==> config.mk <==
export PLATFORM = sky130hd
export DESIGN_NAME = queue_bus_engine
export DESIGN_NICKNAME = d
export VERILOG_FILES = /design/src/hw/fifo_bus_pkg.sv /design/src/hw/stream_if.sv /design/src/hw/reset_sync.sv /design/src/hw/word_fifo.sv /design/src/hw/queue_bus_engine.sv
export VERILOG_INCLUDE_DIRS = /design/src /design/src/hw
export SDC_FILE = /design/constraint.sdc
export NUM_CORES = 1
export LEC_CHECK = 0
export BUFFER_PORTS_ARGS = -buffer_cell sky130_fd_sc_hd__buf_2
export CAP_MARGIN = 25
export CORE_UTILIZATION = 45
export DETAILED_ROUTE_END_ITERATION = 12
export HOLD_SLACK_MARGIN = 0.12
export PLACE_DENSITY = 0.65
export SLEW_MARGIN = 40
export SYNTH_ARGS = -nofsm -noshare
export SYNTH_HDL_FRONTEND = slang
export SYNTH_SLANG_ARGS = --single-unit
==> constraint.sdc <==
create_clock -name clk -period 8.54 [get_ports clk]
set_clock_uncertainty 0.15 [all_clocks]
set_input_delay 0 -clock clk [delete_from_list [all_inputs] [get_ports clk]]
set_output_delay 0 -clock clk [all_outputs]
set_load 0.02 [all_outputs]
==> src/hw/fifo_bus_regs.svh <==
/*
 * fixed widths, depth, step sizes and reset codes shared by the queue/bus engine.
 * assumes: included by bare name from every design file; guarded against double use.
 */
`ifndef FIFO_BUS_REGS_SVH
`define FIFO_BUS_REGS_SVH

// ----------------------------------------------------------------------------
// widths
// ----------------------------------------------------------------------------
`define FB_DATA_W 32
`define FB_ADDR_W 32
`define FB_LEN_W 8
`define FB_LEVEL_W 3

// ----------------------------------------------------------------------------
// buffering
// ----------------------------------------------------------------------------
`define FB_FIFO_DEPTH 4

// ----------------------------------------------------------------------------
// steps and reset values
// ----------------------------------------------------------------------------
`define FB_LEN_ONE 8'h01
`define FB_LEN_ZERO 8'h00
`define FB_ADDR_ONE 32'h00000001
`define FB_SYNC_RESET 2'h0

`endif

==> src/hw/fifo_bus_pkg.sv <==
/*
 * types of the queue/bus engine: words, lengths, job modes and controller states.
 * assumes: fifo_bus_regs.svh supplies the widths.
 */
`include "fifo_bus_regs.svh"

package fifo_bus_pkg;

    // ------------------------------------------------------------------------
    // data types
    // ------------------------------------------------------------------------
    typedef logic [`FB_DATA_W-1:0] word_t;
    typedef logic [`FB_ADDR_W-1:0] addr_t;
    typedef logic [`FB_LEN_W-1:0] len_t;
    typedef logic [`FB_LEVEL_W-1:0] level_t;

    // job kinds picked at start
    typedef enum logic [1:0] {
        MODE_COPY = 2'h0,   // input queue -> output queue
        MODE_BUS_RD = 2'h1, // bus reads -> output queue
        MODE_BUS_WR = 2'h2  // input queue -> bus writes
    } job_mode_e;

    // controller states, one-hot
    typedef enum logic [3:0] {
        ST_IDLE = 4'h1,
        ST_RD_REQ = 4'h2,
        ST_RD_DATA = 4'h4,
        ST_STREAM = 4'h8
    } ctl_state_e;

endpackage : fifo_bus_pkg

==> src/hw/stream_if.sv <==
/*
 * valid/ready word link between the engine and its buffer.
 * assumes: one clock; level is driven by the storing side only.
 */
`timescale 1ns/10ps
`include "fifo_bus_regs.svh"

interface stream_if;
    logic [`FB_DATA_W-1:0] data;  // word in flight
    logic valid;                  // word offered
    logic ready;                  // word accepted
    logic [`FB_LEVEL_W-1:0] level; // words held by the store

    // side that offers words
    modport producer (output data, output valid, input ready, input level);
    // side that takes words
    modport consumer (input data, input valid, output ready, output level);
endinterface : stream_if

==> src/hw/reset_sync.sv <==
/*
 * two-stage release of the asynchronous active-low reset.
 * assumes: reset_n may rise at any time relative to clk.
 */
`timescale 1ns/10ps
`include "fifo_bus_regs.svh"

module reset_sync
(
    // clock and raw reset
    input wire logic clk,
    input wire logic reset_n,
    // released copy
    output logic rst_n
);
    typedef struct packed {
        logic [1:0] sh; // shift stages, only the last is read
    } sync_s;

    sync_s s_r;
    sync_s s_nxt;

    // ------------------------------------------------------------------------
    // next value: shift a one in
    // ------------------------------------------------------------------------
    always_comb
    begin
        s_nxt = s_r;
        s_nxt.sh = {s_r.sh[0], 1'b1};
    end

    // asserts at once, releases two edges later
    always_ff @(posedge clk or negedge reset_n)
    begin
        if (!reset_n)
        begin
            s_r.sh <= `FB_SYNC_RESET;
        end
        else
        begin
            s_r <= s_nxt;
        end
    end

    assign rst_n = s_r.sh[1];
endmodule : reset_sync

==> src/hw/word_fifo.sv <==
/*
 * small synchronous word buffer with valid/ready on both sides and a fill level.
 * assumes: one clock, synchronised active-low reset; depth fixed at the shared value.
 */
`timescale 1ns/10ps
`include "fifo_bus_regs.svh"

module word_fifo
#(
    parameter int WIDTH = `FB_DATA_W,
    parameter int DEPTH = `FB_FIFO_DEPTH
)
(
    // clock and reset
    input wire logic clk,
    input wire logic rst_n,
    // filling and draining sides
    stream_if.consumer wr,
    stream_if.producer rd
);
    localparam int AW = $clog2(DEPTH);

    typedef struct packed {
        logic [DEPTH-1:0][WIDTH-1:0] mem; // storage
        logic [AW-1:0] wp;                // write slot
        logic [AW-1:0] rp;                // read slot
        logic [`FB_LEVEL_W-1:0] cnt;      // words held
    } fifo_s;

    fifo_s s_r;
    fifo_s s_nxt;
    logic push;
    logic pop;

    // honest full and empty straight from the count
    assign wr.ready = s_r.cnt < (`FB_LEVEL_W)'(DEPTH);
    assign wr.level = s_r.cnt;
    assign rd.valid = s_r.cnt != '0;
    assign rd.data = s_r.mem[s_r.rp];
    assign push = wr.valid && wr.ready;
    assign pop = rd.valid && rd.ready;

    // ------------------------------------------------------------------------
    // pointer and count update
    // ------------------------------------------------------------------------
    always_comb
    begin
        s_nxt = s_r;
        if (push)
        begin
            s_nxt.mem[s_r.wp] = wr.data;
            s_nxt.wp = (s_r.wp == (AW)'(DEPTH - 1)) ? '0 : s_r.wp + (AW)'(1);
        end
        if (pop)
        begin
            s_nxt.rp = (s_r.rp == (AW)'(DEPTH - 1)) ? '0 : s_r.rp + (AW)'(1);
        end
        s_nxt.cnt = s_r.cnt + (`FB_LEVEL_W)'(push) - (`FB_LEVEL_W)'(pop);
    end

    always_ff @(posedge clk or negedge rst_n)
    begin
        if (!rst_n)
        begin
            s_r <= '0;
        end
        else
        begin
            s_r <= s_nxt;
        end
    end
endmodule : word_fifo

==> src/hw/queue_bus_engine.sv <==
/*
 * queue/bus engine: moves job_len words from a source (input sequential queue port or
 * generic master bus reads) through a four-word buffer to a sink (output sequential
 * queue port or generic master bus writes), in single-access or burst bus form.
 * assumes: the queues and the bus bridge are logic on clk; their flags are sampled at
 * the same edge as the strobes; reset_n is asynchronous and is released here.
 */
// Contract
// - stall reads while input queue is empty
// - read strobe high when word is taken
// - present output word, hold while queue full
// - write strobe high once queue has space
// - last-write pulse after final output write
// - single access: one request per word, address
// - burst: base address, length, consecutive words
// - read request: strobe, direction low, address
// - stall pending read until response arrives
// - ready response read the following cycle
// - blocked write holds address and data
// - write: request strobe and direction high
// - burst read captures length words
// - burst read pauses while responses empty
// - blocked burst write holds base, length, data
// - write valid drops while request queue full
// - burst write ends after length words
`timescale 1ns/10ps
`include "fifo_bus_regs.svh"

module queue_bus_engine
    import fifo_bus_pkg::*;
(
    // clock and reset
    input wire logic clk,
    input wire logic reset_n,
    // job control
    input wire logic start,
    input wire logic [1:0] job_mode,
    input wire logic job_burst,
    input wire addr_t job_addr,
    input wire len_t job_len,
    output logic busy,
    output logic done,
    // input sequential queue port
    input wire logic in_empty_n,
    input wire word_t in_dout,
    output logic in_read,
    // output sequential queue port
    input wire logic out_full_n,
    output logic out_write,
    output word_t out_din,
    output logic out_lwr,
    // generic master bus port, request side
    input wire logic req_full_n,
    output logic req_write,
    output logic req_din,
    output addr_t req_addr,
    output len_t req_size,
    output word_t req_dout,
    // generic master bus port, response side
    input wire logic rsp_empty_n,
    input wire word_t rsp_dout,
    output logic rsp_read
);
    // ------------------------------------------------------------------------
    // state
    // ------------------------------------------------------------------------
    typedef struct packed {
        ctl_state_e st;   // controller state
        job_mode_e mode;  // job kind latched at start
        logic burst;      // burst form on the bus
        len_t src_rem;    // words still to pull into the buffer
        len_t pop_rem;    // words still to pop from the buffer
        len_t snk_rem;    // words still to hand to the sink
        len_t rsp_pend;   // responses owed by the current request
        addr_t addr;      // bus address on the pins
        logic in_read;    // input queue strobe
        logic out_write;  // output queue strobe
        logic out_lwr;    // last write done
        logic hold;       // word register holds a word
        word_t word;      // word presented to the sink
        logic req_write;  // bus request strobe
        logic req_din;    // bus direction, high for write
        len_t req_size;   // bus length on the pins
        logic rsp_read;   // bus response strobe
        logic busy;       // job running
        logic done;       // job finished pulse
    } ctl_s;

    ctl_s s_r;
    ctl_s s_nxt;
    logic rst_n;        // released reset
    logic take_in;      // input word taken at this edge
    logic take_rsp;     // response word taken at this edge
    logic push;         // word into the buffer
    logic to_bus;       // sink is the bus
    logic acc;          // sink accepts the held word at this edge
    logic pop;          // word from the buffer into the word register
    logic room;         // buffer has a free slot for one more strobe
    level_t lvl_after;  // level once this edge's push lands

    stream_if wr_link ();
    stream_if rd_link ();

    // ------------------------------------------------------------------------
    // reset release and buffer
    // ------------------------------------------------------------------------
    reset_sync u_reset_sync
    (
        .clk(clk),
        .reset_n(reset_n),
        .rst_n(rst_n)
    );

    word_fifo #(.WIDTH(`FB_DATA_W), .DEPTH(`FB_FIFO_DEPTH)) u_word_fifo
    (
        .clk(clk),
        .rst_n(rst_n),
        .wr(wr_link.consumer),
        .rd(rd_link.producer)
    );

    // ------------------------------------------------------------------------
    // transfer decisions of this cycle
    // ------------------------------------------------------------------------
    // a strobe only moves a word if the partner's flag is also high now
    assign take_in = s_r.in_read && in_empty_n;
    assign take_rsp = s_r.rsp_read && rsp_empty_n;
    assign push = take_in || take_rsp;
    assign wr_link.valid = push;
    assign wr_link.data = take_rsp ? rsp_dout : in_dout;
    assign to_bus = s_r.mode == MODE_BUS_WR;
    assign acc = s_r.hold && (to_bus ? (s_r.req_write && req_full_n)
                                     : (s_r.out_write && out_full_n));
    assign pop = (!s_r.hold || acc) && (s_r.pop_rem != `FB_LEN_ZERO) && rd_link.valid;
    assign rd_link.ready = pop;
    // strobes are registered, so room is judged with this edge's push counted;
    // pops are ignored, which costs a cycle at full but never drops a word
    assign lvl_after = wr_link.level + level_t'(push);
    assign room = lvl_after < level_t'(`FB_FIFO_DEPTH);

    // ------------------------------------------------------------------------
    // next state
    // ------------------------------------------------------------------------
    always_comb
    begin
        s_nxt = s_r;
        s_nxt.done = 1'b0;
        // sink side: word register drains to the output queue or the bus
        if (acc)
        begin
            s_nxt.snk_rem = s_r.snk_rem - `FB_LEN_ONE;
            if (to_bus && !s_r.burst)
            begin
                s_nxt.addr = s_r.addr + `FB_ADDR_ONE;
            end
        end
        s_nxt.hold = (s_r.hold && !acc) || pop;
        if (pop)
        begin
            s_nxt.word = rd_link.data;
            s_nxt.pop_rem = s_r.pop_rem - `FB_LEN_ONE;
        end
        // word stays on the pins while the queue is full
        s_nxt.out_write = !to_bus && s_nxt.hold && out_full_n;
        s_nxt.out_lwr = acc && !to_bus && (s_r.snk_rem == `FB_LEN_ONE);
        // bus write: valid follows space, dropped while full, raised again after
        s_nxt.req_write = to_bus && s_nxt.hold && req_full_n;
        s_nxt.req_din = to_bus;
        // source side counting
        if (push)
        begin
            s_nxt.src_rem = s_r.src_rem - `FB_LEN_ONE;
        end
        if (take_rsp)
        begin
            s_nxt.rsp_pend = s_r.rsp_pend - `FB_LEN_ONE;
        end
        case (s_r.st)
            ST_IDLE:
            begin
                if (start)
                begin
                    s_nxt.mode = job_mode_e'(job_mode);
                    s_nxt.burst = job_burst;
                    s_nxt.addr = job_addr;
                    s_nxt.src_rem = job_len;
                    s_nxt.pop_rem = job_len;
                    s_nxt.snk_rem = job_len;
                    // burst carries the whole length, single access one word
                    s_nxt.req_size = job_burst ? job_len : `FB_LEN_ONE;
                    if (job_len == `FB_LEN_ZERO)
                    begin
                        s_nxt.done = 1'b1;
                    end
                    else if (job_mode_e'(job_mode) == MODE_BUS_RD)
                    begin
                        s_nxt.st = ST_RD_REQ;
                        s_nxt.busy = 1'b1;
                        s_nxt.req_write = 1'b1;
                        s_nxt.req_din = 1'b0;
                    end
                    else
                    begin
                        // bus writes rely on the bridge taking the whole burst
                        s_nxt.st = ST_STREAM;
                        s_nxt.busy = 1'b1;
                    end
                end
            end
            ST_RD_REQ:
            begin
                // request held with address and size until the bridge has space
                if (s_r.req_write && req_full_n)
                begin
                    s_nxt.st = ST_RD_DATA;
                    s_nxt.rsp_pend = s_r.req_size;
                end
                else
                begin
                    s_nxt.req_write = 1'b1;
                end
            end
            ST_RD_DATA:
            begin
                // all responses of this request in: next single read or drain
                if (s_nxt.rsp_pend == `FB_LEN_ZERO)
                begin
                    if (s_nxt.src_rem != `FB_LEN_ZERO)
                    begin
                        s_nxt.st = ST_RD_REQ;
                        s_nxt.req_write = 1'b1;
                        s_nxt.addr = s_r.addr + `FB_ADDR_ONE;
                    end
                    else
                    begin
                        s_nxt.st = ST_STREAM;
                    end
                end
            end
            ST_STREAM:
            begin
                if (s_nxt.snk_rem == `FB_LEN_ZERO)
                begin
                    s_nxt.st = ST_IDLE;
                    s_nxt.busy = 1'b0;
                    s_nxt.done = 1'b1;
                end
            end
            default:
            begin
                // illegal code: fall back to idle, input and response strobes quiet
                s_nxt.st = ST_IDLE;
                s_nxt.busy = 1'b0;
            end
        endcase
        // input strobe: only with data flagged, words owed and buffer room
        s_nxt.in_read = (s_nxt.st == ST_STREAM) && (s_nxt.mode != MODE_BUS_RD) &&
                        (s_nxt.src_rem != `FB_LEN_ZERO) && in_empty_n && room;
        // response strobe: the cycle after the request or as soon as data shows
        s_nxt.rsp_read = (s_nxt.st == ST_RD_DATA) && (s_nxt.rsp_pend != `FB_LEN_ZERO) &&
                         rsp_empty_n && room;
    end

    // ------------------------------------------------------------------------
    // state register
    // ------------------------------------------------------------------------
    always_ff @(posedge clk or negedge rst_n)
    begin
        if (!rst_n)
        begin
            s_r <= '0;
            s_r.st <= ST_IDLE;
        end
        else
        begin
            s_r <= s_nxt;
        end
    end

    // outputs straight from the state register
    assign busy = s_r.busy;
    assign done = s_r.done;
    assign in_read = s_r.in_read;
    assign out_write = s_r.out_write;
    assign out_din = s_r.word;
    assign out_lwr = s_r.out_lwr;
    assign req_write = s_r.req_write;
    assign req_din = s_r.req_din;
    assign req_addr = s_r.addr;
    assign req_size = s_r.req_size;
    assign req_dout = s_r.word;
    assign rsp_read = s_r.rsp_read;

    // ------------------------------------------------------------------------
    // checks
    // ------------------------------------------------------------------------
    AST_IN_STALL: assert property (@(posedge clk) disable iff (!rst_n)
        in_read |-> $past(in_empty_n))
        else $error("input strobe raised after empty flag");

    AST_IN_TAKE: assert property (@(posedge clk) disable iff (!rst_n)
        (in_read && in_empty_n) |-> wr_link.ready)
        else $error("input word taken with no buffer room");

    AST_OUT_HOLD: assert property (@(posedge clk) disable iff (!rst_n)
        (s_r.hold && !to_bus && !out_full_n) |=> (s_r.hold && $stable(out_din)))
        else $error("output word not held while queue full");

    AST_OUT_WRITE: assert property (@(posedge clk) disable iff (!rst_n)
        (s_r.hold && !to_bus && !acc && out_full_n) |=> out_write)
        else $error("output strobe missing with space present");

    AST_LWR_DONE: assert property (@(posedge clk) disable iff (!rst_n)
        out_lwr |-> (done && !busy))
        else $error("last-write pulse not at end of job");

    AST_SINGLE_SIZE: assert property (@(posedge clk) disable iff (!rst_n)
        (req_write && !s_r.burst) |-> (req_size == `FB_LEN_ONE))
        else $error("single access with size other than one");

    AST_RD_REQ_HOLD: assert property (@(posedge clk) disable iff (!rst_n)
        (req_write && !req_din && !req_full_n) |=>
            (req_write && !req_din && $stable(req_addr) && $stable(req_size)))
        else $error("read request dropped or changed while blocked");

    AST_RSP_FLAG: assert property (@(posedge clk) disable iff (!rst_n)
        rsp_read |-> ($past(rsp_empty_n) && (s_r.st == ST_RD_DATA)))
        else $error("response strobe without data flagged");

    AST_RSP_NEXT: assert property (@(posedge clk) disable iff (!rst_n)
        (s_r.st == ST_RD_REQ && req_write && req_full_n && rsp_empty_n && room) |=> rsp_read)
        else $error("ready response not read the following cycle");

    AST_WR_HOLD: assert property (@(posedge clk) disable iff (!rst_n)
        (to_bus && s_r.hold && !req_full_n) |=>
            ($stable(req_dout) && $stable(req_addr) && !req_write))
        else $error("blocked write changed address or data");

    AST_WR_DIR: assert property (@(posedge clk) disable iff (!rst_n)
        (req_write && to_bus) |-> (req_din && s_r.hold))
        else $error("write strobe without direction or data");

    AST_BURST_END: assert property (@(posedge clk) disable iff (!rst_n)
        acc |-> (s_r.snk_rem != `FB_LEN_ZERO))
        else $error("sink accepted more words than the length");

    AST_IDLE_QUIET: assert property (@(posedge clk) disable iff (!rst_n)
        (s_r.st == ST_IDLE) |-> !(in_read || out_write || req_write || rsp_read))
        else $error("strobe raised while idle");
endmodule : queue_bus_engine

# After elaboration in Yosys (flattened, before gate mapping)
# Cells that the tools add are included.
# W data, S select, Z words.
# op_classes
addsub,10
magnitude_cmp,5
n_eq_ne,15
mux,45
bitwise,1
reduce_logical,43
# op_table
operator,count
$mux W32,8
$bwmux W128,1
$bmux W32 S2,1
$demux W32 S2,1
$pmux W32 S2,1
$mux W8,7
$add A32 B1 Y32 const B,1
$reduce_bool A8 Y1,4
$sub A8 B1 Y8 const B,4
$mux W31,1
$mux W27,1
$logic_and A1 B1 Y1,25
$logic_not A8 Y1,3
$mux W4,6
$pmux W4 S4,1
$mux W2,6
$mux W10,1
$mux W9,1
$eq A4 B3 Y1 const B,2
$eq A4 B4 Y1 const B,2
$eq A8 B1 Y1 const B,1
$add A3 B1 Y3,2
$eq A2 B2 Y1 const B,3
$lt A2 B3 Y1 const B,2
19 further kinds,34
# totals
register_bits,257
out_inout_bits,112
word_cells,146

# Depth between registers and ports, before layout
# Gate-level depths: netlist of run 1.
# depth
ltp_word,14
mapped_depth,14
depth_no_buf,12

# By module
# A second synthesis of run 1 with hierarchy kept.
# unflattened
hier_cells,1301
area_unflattened_um2,14234.9
# modules_own_cells
module,instances,cells_per_inst,area_each_um2,seq_area_each_um2
queue_bus_engine,1,947,7642.3,3004.1
word_fifo,1,351,6538.8,3378.2
reset_sync,1,3,53.8,50.0

# Worst setup path after synthesis of run 1
# Ideal clock, no wire load.
# synth_timing
path_type,flip-flop to flip-flop
from,reg s_r[115] (netlist bit)
to,"reg u_word_fifo.s_r, in the netlist u_word_fifo.wr.level[2]"
arrival_time_ps,2743
t_required_ps,8266
path_slack_ps,5523
stages_incl_launch_ff,15
path_buffers,3
path_cell_list,dfrtp_1 nand2b_1 clkbuf_1 mux2_2 a21o_1 buf_2 inv_2 buf_2 ha_1 inv_1 ha_1 inv_1 fa_1 xnor2_1 xnor2_1
# synth_rtl
element,line,rtl
start: declaration,queue_bus_engine.sv:89,ctl_s s_r;
start signal: assignment,queue_bus_engine.sv:276,s_r <= s_nxt;
end signal: assignment,word_fifo.sv:69,s_r <= s_nxt;
end: declaration,word_fifo.sv:30,fifo_s s_r;

==> results of run 1 <==
state kept, by name, summed over array words and instances, names as in the netlist:
signal                flops
busy                      1
u_word_fifo.wr.level      3
in_read                   1
done                      1
out_din                  32
s_r                      40
u_word_fifo.s_r         132
rsp_read                  1
out_write                 1
out_lwr                   1
req_write                 1
u_reset_sync.s_r          2
req_addr                 32
req_size                  8
req_din                   1
worst register-to-register path: stages, from the launching register on:
cell and delay [ns]:
dfstp_2 0.58, or4b_1 0.60, nor2_4 0.39, buf_4 0.46, nand2_1 0.11, nand2_1 0.11, o2111ai_1 0.10, dlygate4sd3_1 0.59
a211oi_2 0.15, dlygate4sd3_1 0.59
kinds of logic (layout without fill, tap and decap cells):
kind of cell / count (synthesis) / count (layout) / synth area share [%]
and+or+nand+nor: 392 / 392 / 14.17
DFF: 257 / 257 / 48.54
buffers and inverters: 197 / 478 / 8.762
xor gates and xnor gates: 46 / 46 / 3.040
adders and majority gates: 15 / 15 / 1.473
muxes: 103 / 103 / 11.12
AOI/OAI and AO/OA: 270 / 270 / 12.86
other: 1 / 1 / 0.02830
where the power goes:
group	switching (W)	total (W)	internal [W]
clock network	0.000505	0.00122	0.000718
logic	0.00111	0.00204	0.000927
registers	0.000482	0.00221	0.00173
total	0.00210	0.00547	0.00337
cells in the mapped netlist, drive strengths merged (26+ instances only):
master	instances	area, um2
dfrtp	256	6406
nor2	176	673.1
a21oi	162	833.3
buf	123	883.3
nand2	85	321.6
clkbuf	49	183.9
mux2i	37	370.4
mux2	34	382.9
mux4	32	720.7
o21ai	31	155.2
xnor2	27	236.5
nand3	26	130.1
per-stage QoR:
step,cells,hold WS [ns],setup WS (ns)
2_1_floorplan,1281,-0.4456,0.6992
3_3_place_gp,1728,-0.3637,5.033
3_5_place_dp,1730,-0.3600,5.189
4_1_cts,1946,0.1243,4.689
5_1_grt,1946,0.1284,4.459
6_report,1946,0.1366,4.645
area by class of cell:
class	instances	area (um2)	area share, %
clock buffers	48	898.4	5.432
clock inverters	7	57.56	0.3480
inverters	25	96.34	0.5825
multi-input cells	827	5680	34.35
flip-flops and latches	257	6441	38.95
well taps	384	480.5	2.905
repair buffers	398	2884	17.44
worst paths after layout:
kind	to	depth (start not counted)	start
hold / removal	req_addr[0]	4	job_addr[0]
setup / recovery	in_read	9	s_r[116]
min in group asynchronous	u_reset_sync.s_r[1]	4	reset_n
hold reg to reg	u_reset_sync.s_r[1]	0	u_reset_sync.s_r[0]
setup reg to reg	in_read	9	s_r[116]
max in group asynchronous	out_din[16]	4	u_reset_sync.s_r[1]
layer usage:
metal	wire length, um	GRT usage (%)
met4	755	5.811
met3	1731	3.158
met1	14240	29.40
met5	0	0
met2	16070	37.50
==> results.yml, run 1 <==
yosys:
  syn_area_um2: 13250
  synth_edf_count: 0
  ys.flop_type: "dfrtp_1"
  synthCells: 1281
  ys_seq_area_share_pct: 48.54
  synth_cell_types: 83
  synthesis.nets: 1410
  avgSynthCellArea_um2: 10.34
  async_reset_ff_share_pct: 100.0
  ys_warn_count: 0
  synth_seq_cells: 257
cts:
  clock-sinks: 257
  cts_root_buf: "clkbuf_16"
  h-tree-depth: 1
  numCtsBuffers: 30
  clk_pin_slew_ns: 0.06
  cts_tree: "built"
  hold_buffers: 161
  clock_path_buffers: 3
  ctsResizeCount: 0
  worstSkewPairLatency_ns: 0.56
  post_cts_buffers: 0
cells_and_area:
  finalNetCount: 1668
  area_delta_synth_final_pct: 24.80
  final_cell_mix: "dfrtp_1 (253), buf_2 (225), nor2_1 (173), dlygate4sd3_1 (161), a21oi_1 (158)"
  nFillCells: 2473
  postLayoutCoreUtil_pct: 57.31
  drive_above_1_share_pct: 25.03
  final_common_cell: "dfrtp_1"
  num_antenna_cells: 0
  finalInstanceArea_um2: 16540
setup_path:
  path_class: "register to register"
  crit_slowest_cell: "or4b_1"
  slowest_delay_ns: 0.60
  cp_data_required_time_ns: 8.88
  end_kind: "register"
  path_cells: "or4b_1 > nor2_4 > buf_4 > nand2_1 > nand2_1 > o2111ai_1 > dlygate4sd3_1 > a211oi_2 > dlygate4sd3_1"
  critPathBufInv: 3
  crit_family: "buffers and inverters"
  critPathMaxFanout: 37
  rrSetupSlack_ns: 4.65
  startpoint_type: "register"
  worstPathArrival_ns: 4.24
placement:
  gp_congestion: 0.8309
  hpwlAfterDp_um: 20230
  port_buffers: 225
  place_area_um2: 13970
detailed_routing:
  post_drt_wl_per_cell_um: 16.85
  ant_nets: 0
  drc: 0
  vias_per_cell: 5.359
  drtPass1Iterations: 5
  via_count: 10430
  drt_iter0_drc: 594
  wirelength_um: 32800
floorplanning:
  num_io_pins: 226
  rows: 62
  die_y_um: 173.6
  core-area_um2: 28860
  die_x_um: 173.6
  start_util_pct: 45.92
  die-area_um2: 30140
hold_path:
  holdCritPathClass: "primary input to register"
power_and_ir_drop:
  p_leak_nw: 7.430
  ir_drop_v: 0.0002007
  power_density_nw_per_um2: 330.8
  finalPower_w: 0.005471
timing:
  setup_tns_ns: 0
  fmax_mhz: 256.7
  setup_viol: 0
  tightest_slew_ns: 0.7880
  slew_headroom_pct: 47.46
  hold_violations: 0
  period_minus_slack_ns: 3.895
  grt_setup_unrepaired: "no"
  slew_viol_final: 0
  timing.final.crit_share_pct: 45.61
flow_run:
  max_cap_violations: 0
global_route:
  first_global_vias: 10450
  grt.overflow.total: 0
  grt.total_usage_pct: 21.98
  antenna_found_initial: 0
  grt_max_degree: 103
  grt_pass1_wl_um: 54200
status:
  status: "completed"
Note: power is estimated with default switching activity, not from simulation.
==> inputs of run 2 (changes only) <==
==> constraint.sdc (replaced) <==
create_clock -name clk -period 3.6 [get_ports clk]
set_clock_uncertainty 0.15 [all_clocks]
set_input_delay 0 -clock clk [delete_from_list [all_inputs] [get_ports clk]]
set_output_delay 0 -clock clk [all_outputs]
set_load 0.02 [all_outputs]
==> results.yml, run 2 (synthesized netlist as in run 1, its figures left out) <==
setup_path:
  worstPathArrival_ns: 3.64
  startpoint_type: "register"
  critPathMaxFanout: 13
  crit_slowest_cell: "dlygate4sd3_1"
  cp_data_required_time_ns: 3.86
  path_class: "register to register"
  path_cells: "inv_1 > ha_1 > xnor2_1 > nand4_1 > a2111o_1 > o2111ai_4 > buf_4 > o211ai_1 > a31o_1 > dlygate4sd3_1"
  slowest_delay_ns: 0.55
  critPathBufInv: 3
  end_kind: "register"
  crit_family: "compound AO/OA/AOI/OAI gates"
detailed_routing:
  ant_nets: 0
  post_drt_wl_per_cell_um: 16.77
  wirelength_um: 32570
  wl_met3_um: 1608
  via_count: 10420
  highest_layer: "met4"
  vias_per_cell: 5.366
  drc: 0
  drt_iter0_drc: 760
  wl_met1_um: 14360
  wl_met2_um: 15990
  drtPass1Iterations: 5
placement:
  place_inst: 1742
  place_area_um2: 14030
  hpwlAfterDp_um: 20550
  port_buffers: 225
  gp_congestion: 0.8285
timing:
  fmax_mhz: 296.4
  grt_setup_unrepaired: "no"
  tightest_slew_ns: 0.8202
  setup_tns_ns: 0
  timing.hold.ws_ns: 0.1345
  slew_viol_final: 0
  timing.final.crit_share_pct: 93.73
  period_minus_slack_ns: 3.374
  setup_viol: 0
  slew_headroom_pct: 45.32
  hold_violations: 0
cells_and_area:
  reg_top3: "u_word_fifo.s_r (132), s_r (40)"
  final_cell_mix: "dfrtp_1 (254), buf_2 (225), nor2_1 (173), a21oi_1 (158), dlygate4sd3_1 (148)"
  drive_above_1_share_pct: 25.61
  nFillCells: 2469
  largest_register_ffs: 132
  final_common_cell: "dfrtp_1"
  finalInstanceArea_um2: 16420
  num_antenna_cells: 0
  fin_cells: 1942
  top_register: "u_word_fifo.s_r"
  finalNetCount: 1666
  area_delta_synth_final_pct: 23.92
power_and_ir_drop:
  ir_drop_v: 0.0005763
  p_leak_nw: 7.410
  power_density_nw_per_um2: 786.5
floorplanning:
  die-area_um2: 30140
  num_io_pins: 226
  core-area_um2: 28860
  start_util_pct: 45.92
  rows: 62
  die_y_um: 173.6
  die_x_um: 173.6
hold_path:
  holdCritPathClass: "primary input to register"
cts:
  worstSkewPairLatency_ns: 0.54
  clock_path_buffers: 3
  cts_root_buf: "clkbuf_16"
  cts_tree: "built"
  clk_pin_slew_ns: 0.06
  h-tree-depth: 1
  post_cts_buffers: 0
  numCtsBuffers: 29
  clock-sinks: 257
status:
  status: "completed"
global_route:
  grt_pass1_wl_um: 53680
  first_global_vias: 10410
  grt_max_degree: 68
  grt.total_usage_pct: 21.74
  antenna_found_initial: 0
  grt.overflow.total: 0
flow_run:
  max_cap_violations: 0
[run 2: cell types whose count changed in the layout (fill, tap and decap cells not counted), moves of 2 or more]
| cell | before | now |
|---|---|---|
| dlygate4sd3_1 | 161 | 148 |
| clkbuf_8 | 8 | 6 |
| buf_4 | 8 | 21 |
| buf_12 | 1 | 3 |
| buf_16 | 2 | 0 |
[run 2: layer usage]
| metal | up-vias | track usage (%) |
|---|---|---|
| met5 | - | 0 |
| met4 | 0 | 5.336 |
| met3 | 54 | 2.807 |
| met2 | 333 | 37.10 |
| met1 | 5100 | 29.43 |
| li1 | 4933 | - |
[run 2: per-stage QoR]
stage	util (%)	total power [W]	setup WS (ns)
6_report	56.90	0.01292	0.2257
2_1_floorplan	-	0.009216	0.5828
3_5_place_dp	48.61	0.009949	0.5082
3_3_place_gp	48.61	0.009819	0.5825
5_1_grt	56.90	0.01376	0.07761
4_1_cts	56.90	0.01298	0.2243
[run 2: path summary, 6_finish.rpt]
check	endpoint	depth (start not counted)	slack, ns	from
max in group asynchronous	u_word_fifo.s_r[30]	2	2.12	u_reset_sync.s_r[1]
worst max register to register	req_write	10	0.23	s_r[105]
worst min-delay path	s_r[114]	4	0.13	job_mode[0]
worst min register to register	req_size[1]	0	0.20	u_reset_sync.s_r[1]
min in group asynchronous	u_reset_sync.s_r[1]	3	0.19	reset_n
worst max-delay path	req_write	10	0.23	s_r[105]
[run 2: what timing repair did]
item	CTS	global route
resized for setup	0	0
hold buffers	148	0
endpoints found under the hold margin	215	0
[run 2: area by class of cell]
cell class	count	area (um2)	area share [%]
Sequential cell	257	6437	39.20
Multi-Input combinational cell	827	5672	34.54
Timing Repair Buffer	397	2825	17.21
Clock buffer	45	845.8	5.151
Tap cell	384	480.5	2.926
Inverter	25	93.84	0.5715
Clock inverter	7	66.31	0.4038
[run 2: worst min-delay path, cell delays in order]
cell and delay, ns:
dlygate4sd3_1 0.52, buf_2 0.11, mux2i_1 0.09, inv_1 0.06
[run 2: power by group]
group	switching, W	leakage, nW	internal, W
Sequential	0.00107	3.29	0.00410
Clock	0.00116	0.447	0.00167
Combinational	0.00271	3.68	0.00220
Total	0.00494	7.41	0.00797
